<file path="src/logic/storm_led_pkg.sv">
/*
 * shared constants and types for the storm threshold / led global control bank.
 * assumes a single 125 MHz core clock and an 8-bit register port at byte offsets.
 */
package storm_led_pkg;

	localparam int NUM_PORTS = 5;
	localparam int ADDR_W = 8;
	localparam int DATA_W = 8;
	localparam int THR_W = 11;
	localparam int THR_HIGH_W = 3;
	localparam int THR_LOW_W = 8;

	// register offsets
	localparam logic [7:0] ADDR_STORM_THRESHOLD_HIGH = 8'h06;
	localparam logic [7:0] ADDR_STORM_THRESHOLD_LOW = 8'h07;
	localparam logic [7:0] ADDR_FACTORY_TEST_A = 8'h08;
	localparam logic [7:0] ADDR_FACTORY_TEST_B = 8'h09;
	localparam logic [7:0] ADDR_FACTORY_TEST_C = 8'h0A;
	localparam logic [7:0] ADDR_POWER_SAVE_LED_CONTROL = 8'h0B;

	// reset values
	localparam logic [2:0] RST_STORM_THRESHOLD_HIGH = 3'h0;
	localparam logic [7:0] RST_STORM_THRESHOLD_LOW = 8'h4A;
	localparam logic [7:0] RST_FACTORY_TEST_A = 8'h24;
	localparam logic [7:0] RST_FACTORY_TEST_B = 8'h28;
	localparam logic [7:0] RST_FACTORY_TEST_C = 8'h24;
	localparam logic [3:0] RST_POWER_SAVE_LED_LOW = 4'h0;
	localparam logic [7:0] READ_ZERO = 8'h00;

	// power_save_led_control fields
	localparam int PS_DISABLE_BIT = 3;
	localparam int FACTORY_SETTING_BIT = 2;
	localparam int LED_SCHEME_BIT = 1;
	localparam int CTRL_RESERVED_BIT = 0;
	localparam int CTRL_USED_W = 4;

	// led levels, active low
	localparam logic LED_ON = 1'b0;
	localparam logic LED_OFF = 1'b1;
	localparam logic [2:0] LED_ALL_OFF = 3'h7;

	// measurement window timing
	localparam int CLK_MHZ = 125;
	localparam int WINDOW_FAST_MS = 50;
	localparam int WINDOW_SLOW_MS = 500;
	localparam int CYCLES_PER_MS = CLK_MHZ * 1000;
	localparam int WINDOW_FAST_CYCLES = WINDOW_FAST_MS * CYCLES_PER_MS;
	localparam int WINDOW_SLOW_CYCLES = WINDOW_SLOW_MS * CYCLES_PER_MS;
	localparam int WIN_CNT_W = 26;

	typedef enum logic {
		LED_SCHEME_0 = 1'b0,
		LED_SCHEME_1 = 1'b1
	} led_scheme_e;

	typedef enum logic {
		STRAP_PENDING = 1'b0,
		STRAP_DONE = 1'b1
	} strap_state_e;

	typedef struct packed {
		logic link_up;
		logic speed_100;
		logic full_duplex;
		logic activity;
		logic collision;
	} port_status_s;

endpackage

</file>
<file path="src/logic/storm_port_meter.sv">
/*
 * per-port broadcast storm meter: repeating window timer and 64-byte block counter.
 * assumes one i_block pulse per 64-byte block of incoming broadcast data.
 */
`timescale 1ns/100ps
module storm_port_meter #(
	parameter int WIN_FAST_CYCLES = storm_led_pkg::WINDOW_FAST_CYCLES,
	parameter int WIN_SLOW_CYCLES = storm_led_pkg::WINDOW_SLOW_CYCLES
) (
	input wire logic i_core_clk,
	input wire logic i_resetn,
	input wire logic i_enable,
	input wire logic i_speed_100,
	input wire logic i_block,
	input wire logic [storm_led_pkg::THR_W-1:0] i_threshold,
	output logic o_drop,
	output logic o_window_end,
	output logic [storm_led_pkg::THR_W-1:0] o_block_count
);
	localparam logic [storm_led_pkg::WIN_CNT_W-1:0] FAST_LAST =
		storm_led_pkg::WIN_CNT_W'(WIN_FAST_CYCLES - 1);
	localparam logic [storm_led_pkg::WIN_CNT_W-1:0] SLOW_LAST =
		storm_led_pkg::WIN_CNT_W'(WIN_SLOW_CYCLES - 1);

	logic [storm_led_pkg::WIN_CNT_W-1:0] win_cnt_reg;
	logic [storm_led_pkg::WIN_CNT_W-1:0] win_cnt_next;
	logic [storm_led_pkg::THR_W-1:0] count_reg;
	logic [storm_led_pkg::THR_W-1:0] count_next;
	wire [storm_led_pkg::WIN_CNT_W-1:0] win_last = i_speed_100 ? FAST_LAST : SLOW_LAST;
	// >= so that a speed rise from slow to fast mid-window ends the window at once
	wire boundary = (win_cnt_reg >= win_last);
	wire at_limit = (count_reg >= i_threshold);
	wire take_block = i_block & ~at_limit;

	assign win_cnt_next = boundary ? '0 : win_cnt_reg + 1'b1;
	// a block arriving on the boundary cycle starts the new window
	assign count_next = boundary ? {{(storm_led_pkg::THR_W-1){1'b0}}, i_block}
		: (take_block ? count_reg + 1'b1 : count_reg);
	assign o_drop = i_enable & at_limit;
	assign o_window_end = boundary;
	assign o_block_count = count_reg;

	always_ff @(posedge i_core_clk or negedge i_resetn) begin
		if (!i_resetn) begin
			win_cnt_reg <= '0;
			count_reg <= '0;
		end else begin
			win_cnt_reg <= win_cnt_next;
			count_reg <= count_next;
		end
	end
endmodule

</file>
<file path="src/logic/storm_rate_led_global_control.sv">
/*
 * global control bank of a five-port switch: storm threshold, factory test bytes,
 * phy power save and led scheme, plus per-port storm meters and led drivers.
 * assumes an 8-bit register port with one-cycle strobes, read data one cycle later,
 * and per-port link status, activity and broadcast block pulses from the switch core.
 */
// Added by the designer: the plain strobed port.
//
// Summary of operation
// - threshold is 11 bits from two registers
// - threshold resets to 000 high, 0x4A low
// - power save on when bit is 0
// - scheme 0 led codes per speed and duplex
// - scheme 1 led codes per speed and duplex
// - leds are active low
// - led output functions depend on scheme
// - led scheme reset value from strap pin
`timescale 1ns/100ps
module storm_rate_led_global_control #(
	parameter int WINDOW_FAST_CYCLES = storm_led_pkg::WINDOW_FAST_CYCLES,
	parameter int WINDOW_SLOW_CYCLES = storm_led_pkg::WINDOW_SLOW_CYCLES
) (
	input wire logic i_core_clk,
	input wire logic i_resetn,
	input wire logic [storm_led_pkg::ADDR_W-1:0] i_reg_addr,
	input wire logic [storm_led_pkg::DATA_W-1:0] i_reg_wdata,
	input wire logic i_reg_wr,
	input wire logic i_reg_rd,
	output logic [storm_led_pkg::DATA_W-1:0] o_reg_rdata,
	input wire logic i_led_scheme_strap_pin,
	input wire storm_led_pkg::port_status_s [storm_led_pkg::NUM_PORTS-1:0] i_port_status,
	input wire logic [storm_led_pkg::NUM_PORTS-1:0] i_storm_enable,
	input wire logic [storm_led_pkg::NUM_PORTS-1:0] i_bcast_block,
	output logic [storm_led_pkg::NUM_PORTS-1:0] o_bcast_drop,
	output logic [storm_led_pkg::NUM_PORTS-1:0] o_window_end,
	output logic o_phy_power_save_en,
	output logic [storm_led_pkg::NUM_PORTS-1:0] o_port_indicator_two,
	output logic [storm_led_pkg::NUM_PORTS-1:0] o_port_indicator_one,
	output logic [storm_led_pkg::NUM_PORTS-1:0] o_port_indicator_zero
);
	// led code for one port, bits {two, one, zero}; activity blanks the link led
	function automatic logic [2:0] led_code(input logic scheme, input storm_led_pkg::port_status_s st);
		logic two;
		logic one;
		logic zero;
		two = storm_led_pkg::LED_OFF;
		one = storm_led_pkg::LED_OFF;
		zero = storm_led_pkg::LED_OFF;
		if (st.link_up) begin
			case (scheme)
				storm_led_pkg::LED_SCHEME_0: begin
					two = st.activity ? storm_led_pkg::LED_OFF : storm_led_pkg::LED_ON;
					one = (st.full_duplex | st.collision) ? storm_led_pkg::LED_ON : storm_led_pkg::LED_OFF;
					zero = st.speed_100 ? storm_led_pkg::LED_ON : storm_led_pkg::LED_OFF;
				end
				storm_led_pkg::LED_SCHEME_1: begin
					two = (st.speed_100 & ~st.activity) ? storm_led_pkg::LED_ON : storm_led_pkg::LED_OFF;
					one = (~st.speed_100 & ~st.activity) ? storm_led_pkg::LED_ON : storm_led_pkg::LED_OFF;
					zero = st.full_duplex ? storm_led_pkg::LED_ON : storm_led_pkg::LED_OFF;
				end
				default: begin
					two = storm_led_pkg::LED_OFF;
				end
			endcase
		end
		return {two, one, zero};
	endfunction

	logic [storm_led_pkg::THR_HIGH_W-1:0] thr_high_reg;
	logic [storm_led_pkg::THR_LOW_W-1:0] thr_low_reg;
	logic [storm_led_pkg::DATA_W-1:0] factory_a_reg;
	logic [storm_led_pkg::DATA_W-1:0] factory_b_reg;
	logic [storm_led_pkg::DATA_W-1:0] factory_c_reg;
	logic ps_disable_reg;
	logic factory_setting_reg;
	logic ctrl_reserved_reg;
	logic led_scheme_reg;
	storm_led_pkg::strap_state_e strap_state_reg;
	logic [storm_led_pkg::DATA_W-1:0] rdata_reg;
	logic [storm_led_pkg::NUM_PORTS-1:0] ind_two_reg;
	logic [storm_led_pkg::NUM_PORTS-1:0] ind_one_reg;
	logic [storm_led_pkg::NUM_PORTS-1:0] ind_zero_reg;

	// address decode
	wire hit_thr_high = (i_reg_addr == storm_led_pkg::ADDR_STORM_THRESHOLD_HIGH);
	wire hit_thr_low = (i_reg_addr == storm_led_pkg::ADDR_STORM_THRESHOLD_LOW);
	wire hit_fact_a = (i_reg_addr == storm_led_pkg::ADDR_FACTORY_TEST_A);
	wire hit_fact_b = (i_reg_addr == storm_led_pkg::ADDR_FACTORY_TEST_B);
	wire hit_fact_c = (i_reg_addr == storm_led_pkg::ADDR_FACTORY_TEST_C);
	wire hit_ctrl = (i_reg_addr == storm_led_pkg::ADDR_POWER_SAVE_LED_CONTROL);

	wire [storm_led_pkg::THR_W-1:0] threshold = {thr_high_reg, thr_low_reg};
	wire [storm_led_pkg::DATA_W-1:0] thr_high_view =
		{{(storm_led_pkg::DATA_W-storm_led_pkg::THR_HIGH_W){1'b0}}, thr_high_reg};
	// upper nibble of the control register is reserved and reads zero
	wire [storm_led_pkg::DATA_W-1:0] ctrl_view =
		{{(storm_led_pkg::DATA_W-storm_led_pkg::CTRL_USED_W){1'b0}},
		ps_disable_reg, factory_setting_reg, led_scheme_reg, ctrl_reserved_reg};
	wire [storm_led_pkg::DATA_W-1:0] rd_value =
		hit_thr_high ? thr_high_view :
		hit_thr_low ? thr_low_reg :
		hit_fact_a ? factory_a_reg :
		hit_fact_b ? factory_b_reg :
		hit_fact_c ? factory_c_reg :
		hit_ctrl ? ctrl_view : storm_led_pkg::READ_ZERO;
	wire [storm_led_pkg::DATA_W-1:0] rdata_next = i_reg_rd ? rd_value : storm_led_pkg::READ_ZERO;

	wire wr_ctrl = i_reg_wr & hit_ctrl;
	wire strap_pending = (strap_state_reg == storm_led_pkg::STRAP_PENDING);
	// strap wins over a write in the first cycle after reset release
	wire led_scheme_next = strap_pending ? i_led_scheme_strap_pin
		: (wr_ctrl ? i_reg_wdata[storm_led_pkg::LED_SCHEME_BIT] : led_scheme_reg);

	assign o_reg_rdata = rdata_reg;
	assign o_phy_power_save_en = ~ps_disable_reg;
	assign o_port_indicator_two = ind_two_reg;
	assign o_port_indicator_one = ind_one_reg;
	assign o_port_indicator_zero = ind_zero_reg;

	always_ff @(posedge i_core_clk or negedge i_resetn) begin
		if (!i_resetn) begin
			thr_high_reg <= storm_led_pkg::RST_STORM_THRESHOLD_HIGH;
			thr_low_reg <= storm_led_pkg::RST_STORM_THRESHOLD_LOW;
		end else if (i_reg_wr) begin
			if (hit_thr_high) begin
				thr_high_reg <= i_reg_wdata[storm_led_pkg::THR_HIGH_W-1:0];
			end
			if (hit_thr_low) begin
				thr_low_reg <= i_reg_wdata;
			end
		end
	end

	// factory bytes are storage only; nothing in the datapath reads them
	always_ff @(posedge i_core_clk or negedge i_resetn) begin
		if (!i_resetn) begin
			factory_a_reg <= storm_led_pkg::RST_FACTORY_TEST_A;
			factory_b_reg <= storm_led_pkg::RST_FACTORY_TEST_B;
			factory_c_reg <= storm_led_pkg::RST_FACTORY_TEST_C;
		end else if (i_reg_wr) begin
			if (hit_fact_a) begin
				factory_a_reg <= i_reg_wdata;
			end
			if (hit_fact_b) begin
				factory_b_reg <= i_reg_wdata;
			end
			if (hit_fact_c) begin
				factory_c_reg <= i_reg_wdata;
			end
		end
	end

	always_ff @(posedge i_core_clk or negedge i_resetn) begin
		if (!i_resetn) begin
			ps_disable_reg <= storm_led_pkg::RST_POWER_SAVE_LED_LOW[storm_led_pkg::PS_DISABLE_BIT];
			factory_setting_reg <= storm_led_pkg::RST_POWER_SAVE_LED_LOW[storm_led_pkg::FACTORY_SETTING_BIT];
			ctrl_reserved_reg <= storm_led_pkg::RST_POWER_SAVE_LED_LOW[storm_led_pkg::CTRL_RESERVED_BIT];
		end else if (wr_ctrl) begin
			ps_disable_reg <= i_reg_wdata[storm_led_pkg::PS_DISABLE_BIT];
			factory_setting_reg <= i_reg_wdata[storm_led_pkg::FACTORY_SETTING_BIT];
			ctrl_reserved_reg <= i_reg_wdata[storm_led_pkg::CTRL_RESERVED_BIT];
		end
	end

	// the strap is a level, so it is caught by a clocked load after release, not by the reset itself
	always_ff @(posedge i_core_clk or negedge i_resetn) begin
		if (!i_resetn) begin
			strap_state_reg <= storm_led_pkg::STRAP_PENDING;
			led_scheme_reg <= storm_led_pkg::LED_SCHEME_0;
		end else begin
			strap_state_reg <= storm_led_pkg::STRAP_DONE;
			led_scheme_reg <= led_scheme_next;
		end
	end

	always_ff @(posedge i_core_clk or negedge i_resetn) begin
		if (!i_resetn) begin
			rdata_reg <= storm_led_pkg::READ_ZERO;
		end else begin
			rdata_reg <= rdata_next;
		end
	end

	genvar p;
	generate
		for (p = 0; p < storm_led_pkg::NUM_PORTS; p++) begin : g_port
			wire [2:0] code = led_code(led_scheme_reg, i_port_status[p]);

			storm_port_meter #(
				.WIN_FAST_CYCLES(WINDOW_FAST_CYCLES),
				.WIN_SLOW_CYCLES(WINDOW_SLOW_CYCLES)
			) u_meter (
				.i_core_clk(i_core_clk),
				.i_resetn(i_resetn),
				.i_enable(i_storm_enable[p]),
				.i_speed_100(i_port_status[p].speed_100),
				.i_block(i_bcast_block[p]),
				.i_threshold(threshold),
				.o_drop(o_bcast_drop[p]),
				.o_window_end(o_window_end[p]),
				.o_block_count()
			);

			// leds off during reset; registered so the pins never glitch
			always_ff @(posedge i_core_clk or negedge i_resetn) begin
				if (!i_resetn) begin
					ind_two_reg[p] <= storm_led_pkg::LED_OFF;
					ind_one_reg[p] <= storm_led_pkg::LED_OFF;
					ind_zero_reg[p] <= storm_led_pkg::LED_OFF;
				end else begin
					ind_two_reg[p] <= code[2];
					ind_one_reg[p] <= code[1];
					ind_zero_reg[p] <= code[0];
				end
			end
		end
	endgenerate
endmodule

</file>
<file path="config.mk">
export PLATFORM = sky130hd
export DESIGN_NAME = storm_rate_led_global_control
export DESIGN_NICKNAME = d
export VERILOG_FILES = /design/src/logic/storm_led_pkg.sv /design/src/logic/storm_port_meter.sv /design/src/logic/storm_rate_led_global_control.sv
export SDC_FILE = /design/constraint.sdc
export NUM_CORES = 1
export LEC_CHECK = 0
export BUFFER_PORTS_ARGS = -buffer_cell sky130_fd_sc_hd__clkbuf_2
export CAP_MARGIN = 40
export CORE_MARGIN = 4
export CORE_UTILIZATION = 50
export DETAILED_ROUTE_END_ITERATION = 12
export PLACE_DENSITY = 0.7
export SETUP_SLACK_MARGIN = 0.15
export SYNTH_ARGS = -nofsm -noshare
export SYNTH_HDL_FRONTEND = slang
export SYNTH_SLANG_ARGS = --single-unit
</file>
<file path="constraint.sdc">
create_clock -name i_core_clk -period 3 [get_ports i_core_clk]
set_input_delay 0.45 -clock i_core_clk [delete_from_list [all_inputs] [get_ports i_core_clk]]
set_output_delay 0.45 -clock i_core_clk [all_outputs]
set_load 0.1 [all_outputs]
</file>
==> metrics.csv <==
stage;metric;value;unit
floorplan;fp.dieArea;0.0315;mm²
finish;multi_input_area;0.00804;mm²
global_route;grt_pass1_wl;53900;µm
critical_path;ff2ff_setup_slack;0.06;ns
placed_design;place_ws;0.166;ns
sta;worst_pin_slew;0.883;ns
clocking;cts_tree;built;
finish;nFillCells;2415;
synthesis;syn_area;0.0144;mm²
synthesis;synth_top_area_share;0.390;
floorplan;die-height;178;µm
floorplan;placement_rows;61;
sta;fin_hold_ws;0.0644;ns
detailed_routing;wl_per_cell;15.7;µm
synthesis;synth_compound_area_frac;0.0897;
critical_path;end_kind;output pin;
critical_path;r2r-end;g_port[0].u_meter.o_block_count[10];
synthesis;synthMuxAreaShare;0.0416;
sta;finalHoldViolations;0;
clocking;cts_buffer_depth;3;
worst_hold_path;min_from;i_port_status[14];
critical_path;slowest_delay;0.54;ns
synthesis;synth_top_family_by_area;simple AND/OR/NAND/NOR gates;
critical_path;cp-start-kind;register;
synthesis;synth_nets;1654;
clocking;clk_latency;0.54;ns
clocking;cts_root_buf;clkbuf_16;
pwr;power.density;587;mW/mm²
worst_hold_path;holdPathStages;2;
synthesis;syn_inst;1463;
detailed_routing;vias_per_cell;5.60;
detailed_routing;drc;0;
global_route;grtUsageTotal;0.202;
critical_path;r2r_start;thr_low_reg[3];
global_route;grt_max_degree;64;
finish;ff_latch_area;0.00624;mm²
synthesis;synth_xor_area_frac;0.0877;
detailed_routing;drt_iter0_drc;641;
synthesis;synth_warnings;0;
clocking;h-tree-depth;1;
floorplan;io_pins;90;
sta;fin_crit_sh;0.992;
floorplan;start_util;0.512;
sta;finClkSkew;0.0201;ns
detailed_routing;wl;31300;µm
critical_path;cp.required;2.55;ns
critical_path;critPathMaxFanout;5;
synthesis;yosys.area_share.adder;0.117;
run_status;status;finished, final reports clean;
finish;fin_area;0.0170;mm²
finish;drive_gt1_frac;0.206;
placed_design;placed_cell_area;0.0156;mm²
global_route;grt_pass1_vias;11300;
synthesis;synth-edff-count;0;
detailed_routing;drtAntennaViolNets;0;
synthesis;ys_ff_latch;248;
sta;fmax;336;MHz
critical_path;crit_path_cell_trace;inv_1 -> ha_1 -> a21oi_1 -> a21oi_2 -> nor3_2 -> a21boi_2 -> buf_4 -> buf_12;
synthesis;postSynthAreaPerCell;9.83;µm²
placed_design;dp_cells;1921;
placed_design;hpwl;21800;µm
finish;finish.utilization;0.606;
critical_path;critPathKind;register to output pin;
finish;largest_register_ffs;130;
floorplan;die_x;178;µm
floorplan;coreArea;0.0281;mm²
worst_hold_path;hold_class;input port to register;
critical_path;worstPathArrival;2.53;ns
synthesis;yosys.area.top_type;dfrtp_1;
sta;tns;0;ns
sta;min_period;2.98;ns
sta;relSlewSlack;0.411;
synthesis;synth_area_leaders;dfrtp_1, ha_1, xor2_1, nor2_1, dfstp_2;
placed_design;gp_congestion;0.822;
critical_path;crit_slowest_cell;dfstp_2;
sta;setup_viol;0;
synthesis;ys_async_sr_fraction;1.00;
pwr;total_power;9.99;mW
worst_hold_path;hold_end;o_port_indicator_zero[2];
pwr;peakVddDrop;0.633;mV
synthesis;synth_top_flop_cell;dfrtp_1;
detailed_routing;vias;11200;
clocking;clock_sinks;248;
pwr;leakagePower;8.05;nW
synthesis;synth.distinct_cells;67;
finish;synthToLayoutAreaGrowth;18.4;%
clocking;clk_pin_slew;0.06;ns
placed_design;portBuffers;89;
run;max_cap_viol_count;0;
critical_path;r2r_cells;14;
global_route;grt_overflow_total;0;
finish;stdcell_count;1996;
sta;rsz0062_at_grt;true;
finish;n_antenna_cell;0;
sta;slew_viol_final;0;
global_route;antenna_found_initial;1;
sta;finalWorstSetupSlack;0.0237;ns
synthesis;synth-simple-area-share;0.200;
clocking;cts_buffers;27;
synthesis;yosysSeqAreaShare;0.434;
detailed_routing;firstDrtPassIters;7;
finish;layout.nets;1790;
-- routing by layer --
| layer | vias up | part of all wire | global-route usage |
|---|---|---|---|
| li1 | 5503 | - | - |
| met1 | 5461 | 0.46 | 0.274 |
| met2 | 169 | 0.48 | 0.343 |
| met3 | 46 | 0.041 | 0.0328 |
| met4 | 2 | 0.017 | 0.0419 |
| met5 | - | 0.00026 | 0 |
-- area by class of cell --
| class | instances | area share |
|---|---|---|
| Sequential cell | 248 | 0.367 |
| Clock inverter | 10 | 0.00750 |
| Inverter | 51 | 0.0117 |
| Clock buffer | 38 | 0.0456 |
| Multi-Input combinational cell | 1116 | 0.472 |
| Tap cell | 378 | 0.0278 |
| Timing Repair Buffer | 155 | 0.0685 |
-- cells in the final DEF (no fill, tap or decap), drive strengths merged, types with 24 or more instances in the layout --
cell / instances
dfrtp: 224
nor2: 214
ha: 135
clkbuf: 117
xor2: 98
nand2: 97
buf: 75
nand4: 74
nand3: 73
a21oi: 70
inv: 49
o21ai: 49
xnor2: 46
mux2: 46
and3: 36
dfstp: 24
-- repair_timing --
action                                  CTS  global route
hold buffers                              1             0
endpoints found under the hold margin    47             0
buffers inserted                         19             7
endpoints found under the setup margin    8            17
pin swaps                                21             9
resized for setup                        43            29
-- Yosys cell counts (all sizes together) (10+ instances only) --
cell      n
and4     10
and3     36
o31ai    12
or3      12
clkbuf   25
mux2     46
ha      135
nor3     12
nand2    97
or4      11
a21oi    70
dfrtp   224
nor2    214
xnor2    46
dfstp    24
o21ai    49
xor2     98
inv      51
nand3    73
nand4    74
buf      23
-- worst max path at each step --
stage | from | endpoint | cells after the start
floorplan | i_port_status[18] | o_window_end[3] | 8
global placement | i_port_status[3] | g_port[0].u_meter.o_block_count[0] | 10
detailed placement | i_port_status[3] | g_port[0].u_meter.o_block_count[0] | 10
CTS | thr_low_reg[3] | o_bcast_drop[1] | 8
global route | thr_low_reg[6] | o_bcast_drop[1] | 8
finish | thr_low_reg[6] | o_bcast_drop[1] | 8
-- report_power, final --
part | switching [mW] | internal, mW
Sequential | 0.277 | 3.57
Clock | 1.34 | 2.05
Combinational | 1.58 | 1.16
-- kinds of logic after synthesis --
| group | count (synthesis) |
|---|---|
| other cells | 1 |
| mux | 54 |
| xor+xnor | 144 |
| flops | 248 |
| simple gates | 579 |
| buf+inv | 99 |
| fa+ha+maj | 135 |
| compound gates | 203 |
-- worst max-delay path: cells and delay by family, from the launching register on --
family,cells,cell delay (ns)
DFF,1,0.54
adders and majority gates,1,0.37
buffers and inverters,3,0.46
and+or+nand+nor,1,0.23
AOI/OAI and AO/OA,3,0.38
Note: power is estimated with default switching activity, not from simulation.
